<file path="src/rtl/wake_pkg.sv">
/*
  constants, field layout and decode helpers for the wake event block.
  assumes a 32-bit axi4-lite register port; each register is one word at
  four times its printed index.
*/
package wake_pkg;

  // register port geometry
  localparam int ADDR_W = 12;
  localparam int DATA_W = 32;
  localparam int SRC_N  = 4;

  // printed register indices (byte address is four times the index)
  localparam logic [7:0] IDX_ASSERT_CTRL = 8'hC5;
  localparam logic [7:0] IDX_EVENT_FLAG  = 8'hC6;
  localparam logic [7:0] IDX_SRC_STATUS  = 8'hC7;
  localparam logic [7:0] IDX_SRC_ENABLE  = 8'hC8;

  // field positions
  localparam int BIT_ASSERT_EN = 0;
  localparam int BIT_FLAG      = 0;
  localparam int BIT_RING2     = 1;
  localparam int BIT_RING1     = 2;
  localparam int BIT_KEYBOARD  = 3;
  localparam int BIT_MOUSE     = 4;
  localparam int SRC_LSB       = BIT_RING2;
  localparam int SRC_MSB       = BIT_MOUSE;

  // reset values, all taken only at standby power-on
  localparam logic        RST_ASSERT_EN = 1'b0;
  localparam logic        RST_FLAG      = 1'b0;
  localparam logic [3:0]  RST_SRC       = 4'h0;
  localparam logic        RST_REQ_N     = 1'b1;

  // axi response codes
  localparam logic [1:0] RESP_OKAY   = 2'h0;
  localparam logic [1:0] RESP_SLVERR = 2'h2;

  // true when a byte address selects the word of a given index
  function automatic logic addr_hit(input logic [ADDR_W-1:0] addr, input logic [7:0] idx);
    return addr[ADDR_W-1:2] == {2'h0, idx};
  endfunction

endpackage

</file>
<file path="src/rtl/wake_if.sv">
/*
  signals shared between the register block, the status latch and the
  request generator. no clock of its own; all users run on aclk.
*/
`timescale 1ns/100ps
interface wake_if;
  logic [3:0] src_status;  // sticky per-source status
  logic [3:0] src_enable;  // per-source enables
  logic [3:0] src_clear;   // one-cycle clear mask
  logic       assert_en;   // global assertion enable
  logic       flag;        // global wake event flag
  logic       flag_clear;  // one-cycle clear of the flag
  logic       req_n;       // registered request line

  modport latch (output src_status, input src_clear);
  modport drive (input src_status, src_enable, assert_en, flag_clear, output flag, req_n);
  modport regs  (input src_status, flag, req_n,
                 output src_enable, assert_en, src_clear, flag_clear);
endinterface

</file>
<file path="src/rtl/wake_event_status_logic.sv">
/*
  wake event status logic: axi4-lite register slave, per-source enables,
  global assertion enable, sticky status and the wake request line.
  assumes aresetn is the standby-supply power-on reset; main-supply,
  soft and hard resets never reach this block, so its state survives them.
*/
// Register access over AXI4-Lite was chosen for this implementation.
`timescale 1ns/100ps
module wake_event_status_logic (
  input  wire logic        aclk,                // 40 MHz system clock
  input  wire logic        aresetn,             // standby power-on reset, sync
  // axi4-lite write address
  input  wire logic [11:0] s_axi_awaddr,        // write byte address
  input  wire logic        s_axi_awvalid,       // write address valid
  output logic             s_axi_awready,       // write address ready
  // axi4-lite write data
  input  wire logic [31:0] s_axi_wdata,         // write data
  input  wire logic [3:0]  s_axi_wstrb,         // byte lanes
  input  wire logic        s_axi_wvalid,        // write data valid
  output logic             s_axi_wready,        // write data ready
  // axi4-lite write response
  output logic [1:0]       s_axi_bresp,         // write response
  output logic             s_axi_bvalid,        // response valid
  input  wire logic        s_axi_bready,        // response ready
  // axi4-lite read address
  input  wire logic [11:0] s_axi_araddr,        // read byte address
  input  wire logic        s_axi_arvalid,       // read address valid
  output logic             s_axi_arready,       // read address ready
  // axi4-lite read data
  output logic [31:0]      s_axi_rdata,         // read data
  output logic [1:0]       s_axi_rresp,         // read response
  output logic             s_axi_rvalid,        // read data valid
  input  wire logic        s_axi_rready,        // read data ready
  // wake sources
  input  wire logic        ring_indicate_port2, // second port ring event
  input  wire logic        ring_indicate_port1, // first port ring event
  input  wire logic        keyboard_wake,       // keyboard event
  input  wire logic        mouse_wake,          // mouse event
  // toward power management
  output logic             wake_request_n       // active-low wake request
);

  typedef struct packed {
    // write address and data holding
    logic                          aw_held;
    logic [wake_pkg::ADDR_W-1:0]   aw_addr;
    logic                          w_held;
    logic [7:0]                    w_data;
    logic                          w_lane0;
    // channel handshake outputs
    logic                          awready;
    logic                          wready;
    logic                          bvalid;
    logic [1:0]                    bresp;
    logic                          arready;
    logic                          rvalid;
    logic [wake_pkg::DATA_W-1:0]   rdata;
    logic [1:0]                    rresp;
    // software-owned configuration
    logic [3:0]                    src_enable;
    logic                          assert_en;
  } regs_t;

  regs_t s_q;
  regs_t s_d;

  wake_if wk ();

  logic wr_fire;
  logic wr_lane;

  // true for any index this block answers
  function automatic logic is_mapped(input logic [wake_pkg::ADDR_W-1:0] addr);
    return wake_pkg::addr_hit(addr, wake_pkg::IDX_ASSERT_CTRL)
         | wake_pkg::addr_hit(addr, wake_pkg::IDX_EVENT_FLAG)
         | wake_pkg::addr_hit(addr, wake_pkg::IDX_SRC_STATUS)
         | wake_pkg::addr_hit(addr, wake_pkg::IDX_SRC_ENABLE);
  endfunction

  // places a source vector at its register bits, reserved bits zero
  function automatic logic [7:0] src_field(input logic [3:0] v);
    logic [7:0] b;
    b = 8'h00;
    b[wake_pkg::SRC_MSB:wake_pkg::SRC_LSB] = v;
    return b;
  endfunction

  // read word for an address, narrow data in the low byte
  function automatic logic [31:0] read_word(input logic [wake_pkg::ADDR_W-1:0] addr,
                                            input regs_t r,
                                            input logic [3:0] status,
                                            input logic flag);
    logic [7:0] b;
    b = 8'h00;
    if (wake_pkg::addr_hit(addr, wake_pkg::IDX_ASSERT_CTRL)) begin
      b[wake_pkg::BIT_ASSERT_EN] = r.assert_en;
    end else if (wake_pkg::addr_hit(addr, wake_pkg::IDX_EVENT_FLAG)) begin
      b[wake_pkg::BIT_FLAG] = flag;
    end else if (wake_pkg::addr_hit(addr, wake_pkg::IDX_SRC_STATUS)) begin
      b = src_field(status);
    end else if (wake_pkg::addr_hit(addr, wake_pkg::IDX_SRC_ENABLE)) begin
      b = src_field(r.src_enable);
    end
    return {24'h000000, b};
  endfunction

  // picks a source vector out of a written byte
  function automatic logic [3:0] src_pick(input logic [7:0] b);
    return b[wake_pkg::SRC_MSB:wake_pkg::SRC_LSB];
  endfunction

  // a write commits once address and data are both held and b is free
  assign wr_fire = s_q.aw_held & s_q.w_held & ~s_q.bvalid;
  assign wr_lane = wr_fire & s_q.w_lane0;

  // write-one-to-clear pulses; zero bits leave state alone
  always_comb begin
    wk.src_clear  = 4'h0;
    wk.flag_clear = 1'b0;
    if (wr_lane && wake_pkg::addr_hit(s_q.aw_addr, wake_pkg::IDX_SRC_STATUS)) begin
      wk.src_clear = src_pick(s_q.w_data);
    end
    if (wr_lane && wake_pkg::addr_hit(s_q.aw_addr, wake_pkg::IDX_EVENT_FLAG)) begin
      wk.flag_clear = s_q.w_data[wake_pkg::BIT_FLAG];
    end
  end

  // configuration toward the request generator
  assign wk.src_enable = s_q.src_enable;
  assign wk.assert_en  = s_q.assert_en;

  // next state of the bus slave and configuration
  always_comb begin
    s_d = s_q;

    // write address taken when valid meets the registered ready
    if (s_axi_awvalid && s_q.awready) begin
      s_d.aw_held = 1'b1;
      s_d.aw_addr = s_axi_awaddr;
    end

    // write data taken independently, in either order
    if (s_axi_wvalid && s_q.wready) begin
      s_d.w_held  = 1'b1;
      s_d.w_data  = s_axi_wdata[7:0];
      s_d.w_lane0 = s_axi_wstrb[0];
    end

    // commit: update configuration and raise the response
    if (wr_fire) begin
      s_d.aw_held = 1'b0;
      s_d.w_held  = 1'b0;
      s_d.bvalid  = 1'b1;
      s_d.bresp   = is_mapped(s_q.aw_addr) ? wake_pkg::RESP_OKAY : wake_pkg::RESP_SLVERR;
      if (wr_lane && wake_pkg::addr_hit(s_q.aw_addr, wake_pkg::IDX_SRC_ENABLE)) begin
        s_d.src_enable = src_pick(s_q.w_data);
      end
      if (wr_lane && wake_pkg::addr_hit(s_q.aw_addr, wake_pkg::IDX_ASSERT_CTRL)) begin
        s_d.assert_en = s_q.w_data[wake_pkg::BIT_ASSERT_EN];
      end
    end

    // response retires when the master takes it
    if (s_q.bvalid && s_axi_bready) begin
      s_d.bvalid = 1'b0;
      s_d.bresp  = wake_pkg::RESP_OKAY;
    end

    // read data retires when the master takes it
    if (s_q.rvalid && s_axi_rready) begin
      s_d.rvalid = 1'b0;
      s_d.rdata  = '0;
      s_d.rresp  = wake_pkg::RESP_OKAY;
    end

    // read address taken; answer the next cycle from live state
    if (s_axi_arvalid && s_q.arready) begin
      s_d.rvalid = 1'b1;
      s_d.rdata  = read_word(s_axi_araddr, s_q, wk.src_status, wk.flag);
      s_d.rresp  = is_mapped(s_axi_araddr) ? wake_pkg::RESP_OKAY : wake_pkg::RESP_SLVERR;
    end

    // ready only while nothing of that channel is outstanding
    s_d.awready = ~s_d.aw_held;
    s_d.wready  = ~s_d.w_held;
    s_d.arready = ~s_d.rvalid;
  end

  // standby power-on is the only reset reaching these registers
  always_ff @(posedge aclk) begin
    if (!aresetn) begin
      s_q            <= '0;
      s_q.bresp      <= wake_pkg::RESP_OKAY;
      s_q.rresp      <= wake_pkg::RESP_OKAY;
      s_q.src_enable <= wake_pkg::RST_SRC;
      s_q.assert_en  <= wake_pkg::RST_ASSERT_EN;
    end else begin
      s_q <= s_d;
    end
  end

  // sticky per-source status
  wake_source_latch u_latch (
    .aclk                (aclk),
    .aresetn             (aresetn),
    .ring_indicate_port2 (ring_indicate_port2),
    .ring_indicate_port1 (ring_indicate_port1),
    .keyboard_wake       (keyboard_wake),
    .mouse_wake          (mouse_wake),
    .wk                  (wk)
  );

  // global flag and request line
  wake_request_gen u_req (
    .aclk    (aclk),
    .aresetn (aresetn),
    .wk      (wk)
  );

  // bus outputs straight from flops
  assign s_axi_awready  = s_q.awready;
  assign s_axi_wready   = s_q.wready;
  assign s_axi_bvalid   = s_q.bvalid;
  assign s_axi_bresp    = s_q.bresp;
  assign s_axi_arready  = s_q.arready;
  assign s_axi_rvalid   = s_q.rvalid;
  assign s_axi_rdata    = s_q.rdata;
  assign s_axi_rresp    = s_q.rresp;
  assign wake_request_n = wk.req_n;

endmodule

</file>
<file path="src/rtl/wake_request_gen.sv">
/*
  global wake event flag and the active-low wake request line.
  assumes status and enables come from registers on the same clock.
*/
`timescale 1ns/100ps
module wake_request_gen (
  input  wire logic  aclk,    // system clock
  input  wire logic  aresetn, // standby power-on reset, sync
  wake_if.drive      wk       // status in, flag and request out
);

  typedef struct packed {
    logic flag;
    logic req_n;
  } drive_t;

  drive_t s_q;
  drive_t s_d;
  logic   would_assert;

  // any enabled source with its status set would assert the line
  assign would_assert = |(wk.src_status & wk.src_enable);

  // flag ignores the global enable; set wins over a clear
  always_comb begin
    s_d       = s_q;
    s_d.flag  = (s_q.flag & ~wk.flag_clear) | would_assert;
    s_d.req_n = ~(s_q.flag & wk.assert_en);
  end

  // kept through every reset but standby power-on
  always_ff @(posedge aclk) begin
    if (!aresetn) begin
      s_q.flag  <= wake_pkg::RST_FLAG;
      s_q.req_n <= wake_pkg::RST_REQ_N;
    end else begin
      s_q <= s_d;
    end
  end

  assign wk.flag  = s_q.flag;
  assign wk.req_n = s_q.req_n;

endmodule

</file>
<file path="src/rtl/wake_source_latch.sv">
/*
  sticky per-source wake status bits with write-one-to-clear.
  assumes the wake source inputs are synchronous to aclk and high while
  the source asserts its wake event.
*/
`timescale 1ns/100ps
module wake_source_latch (
  input  wire logic  aclk,        // system clock
  input  wire logic  aresetn,     // standby power-on reset, sync
  input  wire logic  ring_indicate_port2, // second port ring event
  input  wire logic  ring_indicate_port1, // first port ring event
  input  wire logic  keyboard_wake,       // keyboard event
  input  wire logic  mouse_wake,          // mouse event
  wake_if.latch      wk                   // status toward register block
);

  typedef struct packed {
    logic [3:0] status;
  } latch_t;

  latch_t s_q;
  latch_t s_d;
  logic [3:0] src_in;

  // sources in register bit order, highest first
  assign src_in = {mouse_wake, keyboard_wake, ring_indicate_port1, ring_indicate_port2};

  // set regardless of enables; set wins over a clear in the same cycle
  always_comb begin
    s_d        = s_q;
    s_d.status = (s_q.status & ~wk.src_clear) | src_in;
  end

  // only standby power-on resets the bits
  always_ff @(posedge aclk) begin
    if (!aresetn) begin
      s_q.status <= wake_pkg::RST_SRC;
    end else begin
      s_q <= s_d;
    end
  end

  assign wk.src_status = s_q.status;

endmodule
</file>
<file path="config.mk">
export PLATFORM = sky130hd
export DESIGN_NAME = wake_event_status_logic
export DESIGN_NICKNAME = d
export VERILOG_FILES = /design/src/rtl/wake_pkg.sv /design/src/rtl/wake_if.sv /design/src/rtl/wake_event_status_logic.sv /design/src/rtl/wake_request_gen.sv /design/src/rtl/wake_source_latch.sv
export SDC_FILE = /design/constraint.sdc
export NUM_CORES = 1
export LEC_CHECK = 0
export ABC_AREA = 1
export BUFFER_PORTS_ARGS = -buffer_cell sky130_fd_sc_hd__buf_4
export CORE_MARGIN = 5
export CORE_UTILIZATION = 48
export DETAILED_ROUTE_END_ITERATION = 7
export PLACE_DENSITY = 0.86
export SLEW_MARGIN = 15
export SYNTH_ARGS = -nofsm -noshare
export SYNTH_HDL_FRONTEND = slang
export SYNTH_SLANG_ARGS = --single-unit
export TNS_END_PERCENT = 50
</file>
<file path="constraint.sdc">
create_clock -name aclk -period 1.8 [get_ports aclk]
set_input_delay 0.18 -clock aclk [delete_from_list [all_inputs] [get_ports aclk]]
set_output_delay 0.18 -clock aclk [all_outputs]
set_load 0.01 [all_outputs]
</file>
== Word-level counts from Yosys, hierarchy flattened ==
Cells that the tools add are included.
Cells by class
  div/mod/pow operators: 0
  shift operators: 0
  add/subtract/negate cells: 0
  mux-type cells: 16
  reductions and logical operators: 14
  bitwise logic cells: 23
  magnitude comparators: 0
  multiply operators: 0
  eq/ne operators: 8
Operators with widths (number)
  $eq A10 B8 Y1 const B: 8
  $mux W35: 2
  $mux W7: 2
  $mux W13: 1
  $mux W10: 1
  $logic_and A1 B1 Y1: 9
  $and A4 B4 Y4: 2
  $mux W8: 1
  $not A1 Y1: 7
  $or A1 B1 Y1: 7
  $and A1 B1 Y1: 5
  $mux W1: 5
  $mux W5: 1
  $mux W2: 2
  $mux W4: 1
  $not A4 Y4: 1
  $or A4 B4 Y4: 1
  $reduce_and A2 Y1: 2
  $reduce_or A4 Y1: 1
  $reduce_bool A2 Y1: 1
  $reduce_or A2 Y1: 1
Word-level totals
  bits in writable memories: 0
  bits in registers: 51
  bits in latches: 0
  memory bits (read-only): 0
  memories: 0
  word-level logic and storage cells: 79
  output and inout port bits: 42

== Longest topological paths before layout ==
  depth in word-level cells: 8
  mapped depth: 8

== By module ==
From an unflattened synthesis, not the netlist that was laid out.
Second synthesis, totals
  cells, all modules: 298
  area, all modules: 2085.8 µm²
Modules (own cells, without submodules)
  wake_event_status_logic: times used 1, area each 1846.8 µm², sequential area each 700.7 µm², cells an instance 263
  wake_source_latch: times used 1, area each 148.9 µm², sequential area each 80.1 µm², cells an instance 21
  wake_request_gen: times used 1, area each 90.1 µm², sequential area each 40.0 µm², cells an instance 14

== Worst setup path after synthesis ==
No wires, ideal clock.
  kind: register -> register
  from: reg s_q (netlist bit s_axi_bvalid)
  to: reg, netlist name u_req.wk.flag
  path slack: 704 ps
  arrival time: 964 ps
  buffers on the path: 0
  data required time: 1668 ps
  stages on the path, launching flop included: 9
  setup time: 132 ps
  path through: dfxtp_1 inv_2 nand3_2 nor2_4 inv_1 nor2_1 nand2_1 nand2_1 a21oi_1
Between the ends
  longest elaborated chain between the ends: 8
Ends and longest elaborated chain
  from (decl): line wake_event_status_logic.sv:64  | regs_t s_q;
  $not A1 Y1: line wake_event_status_logic.sv:113  | assign wr_fire = s_q.aw_held & s_q.w_held & ~s_q.bvalid;
  $and A1 B1 Y1: line wake_event_status_logic.sv:113
  $and A1 B1 Y1: line wake_event_status_logic.sv:114  | assign wr_lane = wr_fire & s_q.w_lane0;
  $logic_and A1 B1 Y1: line wake_event_status_logic.sv:123  | if (wr_lane && wake_pkg::addr_hit(s_q.aw_addr, wake_pkg::IDX_EVENT_FLAG)) begin
  $mux W1: line wake_event_status_logic.sv:123
  $not A1 Y1: line wake_request_gen.sv:27  | s_d.flag = (s_q.flag & ~wk.flag_clear) | would_assert;
  $and A1 B1 Y1: line wake_request_gen.sv:27
  $or A1 B1 Y1: line wake_request_gen.sv:27
No other way between the ends.
A chain may end at the register's enable or synchronous reset.

== Worst setup path in the final report ==
  from: reg s_q[60] (netlist bit)
  to: reg u_latch.s_q (netlist bit u_latch.wk.src_status[2])
Between the ends
  longest elaborated chain between the ends: 6
Ends and longest elaborated chain
  $eq A10 B8 Y1: line wake_pkg.sv:41  | return addr[ADDR_W-1:2] == {2'h0, idx};
  $logic_and A1 B1 Y1: line wake_event_status_logic.sv:120  | if (wr_lane && wake_pkg::addr_hit(s_q.aw_addr, wake_pkg::IDX_SRC_STATUS)) begin
  $mux W4: line wake_event_status_logic.sv:120
  $not A4 Y4: line wake_source_latch.sv:31  | s_d.status = (s_q.status & ~wk.src_clear) | src_in;
  $and A4 B4 Y4: line wake_source_latch.sv:31
  $or A4 B4 Y4: line wake_source_latch.sv:31
  to (decl): line wake_source_latch.sv:21  | latch_t s_q;
No other way between the ends.

==> summary.txt <==
Floorplan
  – Die Ht: approximately 76 µm
  – Row count: 24
  – Initial Utilization: 48.8%
  – Die area: around 0.0058 mm²
  – Io pins: 113
  – DIE WIDTH: between 70 and 80 µm
  – Core Box Area: roughly 0.0043 mm²

Global routing
  – Congestion Overflow GR: 0
  – Number of global-route vias before repair: about 1600
  – GRT Total Usage: about 14%
  – Initial antenna violation count: 0
  – First-pass GRT wire length: between 6000 and 7000 µm
  – Largest net degree at the start of global routing: 24

Clock network
  – CTS root buf: clkbuf_8
  – TritonCTS clock tree: done
  – Worst-path clk slew: 0.08 ns
  – Setup Buffers After CTS: 0
  – TritonCTS Buffers: 5
  – Clock Tree Buf Depth: 2
  – Worst-Skew Late Latency: roughly 0.3 ns
  – Clk sink count: a little over 40
  – H-tree Lvls: 2
  – Hold Buf Count CTS: 0
  – Post-CTS sizing: 0

Synth
  – Cells after synthesis: about 290
  – Top cells by area, synth: dfxtp_1, buf_4, nand2_1
  – Count of unique library cells instantiated by Yosys: 23
  – Most area-hungry cell type in the Yosys netlist: dfxtp_1
  – Ys Warns: 0
  – Top cell type's share of synthesized area: about 40%
  – Post-Synthesis Cell Area: 0.00210 mm²
  – Synthesized area per cell: approximately 7.1 µm²
  – Seq/Total Area, Yosys: roughly two fifths
  – Register bit total from synthesis: between 40 and 50

Power
  – Total Power: slightly below 2 mW
  – Peak supply drop: 0.446 mV
  – Pwr dens: about 800 mW/mm²
  – Leak: 1.20 nW

STA
  – Final Hold Fails: 0
  – Final Max Slew Viols: 0
  – Unrepaired setup endpoints after global routing: no
  – Worst hold slack: between 0.1 and 0.15 ns
  – Final setup fails: 0
  – Fmax: 827 MHz
  – Clk_skew: approximately 0.011 ns
  – Period utilization: 67.2%
  – Post-Route Setup TNS: 0 ns
  – Minimum clock period: 1.21 ns

Hold path
  – Min-Delay Path Class: primary input to register

Detailed routing
  – Remaining DRCs: 0
  – DR WL/cell: 10.4 µm
  – Via count: 1769
  – TritonRoute pass-1 iters: 4
  – DRT antenna net count: 0
  – Vias/cell: between 4 and 5
  – Drt first-iter violations: between 80 and 90
  – Post-Route WL: ~4100 µm

Critical path
  – WS Path Type: register to register
  – Critical path data arrival time: 1.39 ns
  – Worst-path maximum fanout: 5
  – Buf/Inv on CP: 1
  – Worst path cell trace: inv_2 > nor2_2 > nand2_1 > nor2_2 > nand4_1 > nand2_1 > a21oi_1
  – Nature of the critical path endpoint: register
  – CP delay by family, top: simple AND/OR/NAND/NOR gates
  – Startpoint types: register
  – Req. time, crit path: 1.98 ns
  – Slowest CP cell: dfxtp_1
  – Delay of the slowest cell on the worst path: between 0.3 and 0.4 ns

Final layout
  – Layout Utilization: ~57%
  – Layout cells sized above 1: between 20% and 30%
  – Fin nets: 410
  – Area growth, synth to finish: 17.6%
  – Most common cell after layout, fill and taps aside: nand2_1
  – Antenna cells: 0
  – Commonest cells after routing, fill and taps aside: nand2_1, buf_4, nor2_1

Place
  – Final HPWL DP: roughly 3200 µm
  – RePlAce Congestion: around 0.75
  – # port buffers: between 40 and 50

Run status
  – Status: finished, final reports clean

Job
  – Max_cap viols: 0
## final cells by class
| type | count | area (µm²) |
|---|---|---|
| Sequential cell | 41 | 821 |
| Fill cell | 416 | 1830 |
| Tap cell | 52 | 65.1 |
| Clock inverter | 3 | 43.8 |
| Clock buffer | 5 | 68.8 |
| Multi-Input combinational cell | 206 | 955 |
| Inverter | 34 | 128 |
| Timing Repair Buffer | 51 | 383 |
## path summary, 6_finish.rpt
kind	from	end	slack [ns]	cells after the start
max	s_q[60]$_SDFFE_PN0P_	u_latch.wk.src_status[2]$_SDFF_PN0_	0.59	7
min	keyboard_wake	u_latch.wk.src_status[2]$_SDFF_PN0_	0.12	3
max reg2reg	s_q[60]$_SDFFE_PN0P_	u_latch.wk.src_status[2]$_SDFF_PN0_	0.59	7
min reg2reg	wk.assert_en$_SDFFE_PN0P_	u_req.wk.req_n$_SDFF_PN1_	0.42	1
## state kept, by name, indices dropped and copies added (netlist names)
signal / flops
s_axi_arready: 1
s_axi_awready: 1
s_axi_rvalid: 1
u_latch.wk.src_status: 4
u_req.wk.flag: 1
wk.src_enable: 4
s_axi_wready: 1
wk.assert_en: 1
s_axi_rresp: 1
u_req.wk.req_n: 1
s_axi_bresp: 1
s_axi_bvalid: 1
s_q: 18
s_axi_rdata: 5
## worst register-to-register path, delay by kind of cell, from the launching register on
| kind | cells | cell delay, ns |
|---|---|---|
| AO/OA/AOI/OAI | 1 | 0.05 |
| AND/OR/NAND/NOR | 5 | 0.67 |
| buffers and inverters | 1 | 0.05 |
| flip-flops | 1 | 0.33 |
## power breakdown
group	switching [mW]	internal, mW	total (mW)
registers	0.0322	0.954	0.986
clock network	0.324	0.415	0.739
logic	0.154	0.110	0.264
## kinds of logic (layout without fill, tap and decap cells)
group	after synthesis	after routing	share of synthesized area, %
simple gates	134	134	29.6
buf+inv	75	93	20.3
compound gates	43	43	10.7
flops	41	41	39.2
other cells	1	29	0.179
## stage by stage
stage | setup slack [ns] | cell area [µm²] | cells
2_1_floorplan | 0.704 | 2200 | 322
3_3_place_gp | 0.616 | 2350 | 384
3_5_place_dp | 0.602 | 2350 | 384
4_1_cts | 0.589 | 2460 | 392
5_1_grt | 0.438 | 2460 | 392
6_report | 0.591 | 2460 | 392
## Yosys cell counts
cell and n:
a21boi_0 1, a21oi_1 21, a221oi_1 1, buf_2 1, buf_4 36, buf_6 1
clkbuf_1 3, conb_1 1, dfxtp_1 41, inv_1 30, inv_2 4, nand2_1 52
nand2_2 2, nand3_1 11, nand3_2 2, nand3_4 1, nand4_1 9, nor2_1 47
nor2_2 6, nor2_4 3, nor3_4 1, o2111ai_1 1, o21ai_0 19
## metal layers
layer	GRT usage, %	up-vias	routed length, µm
met1	15.6	747	1680
met3	6.03	6	463
met5	0	-	0
met2	23.9	67	1890
li1	-	949	-
met4	4.20	0	49
No activity file was read; power rests on OpenSTA's default activity.
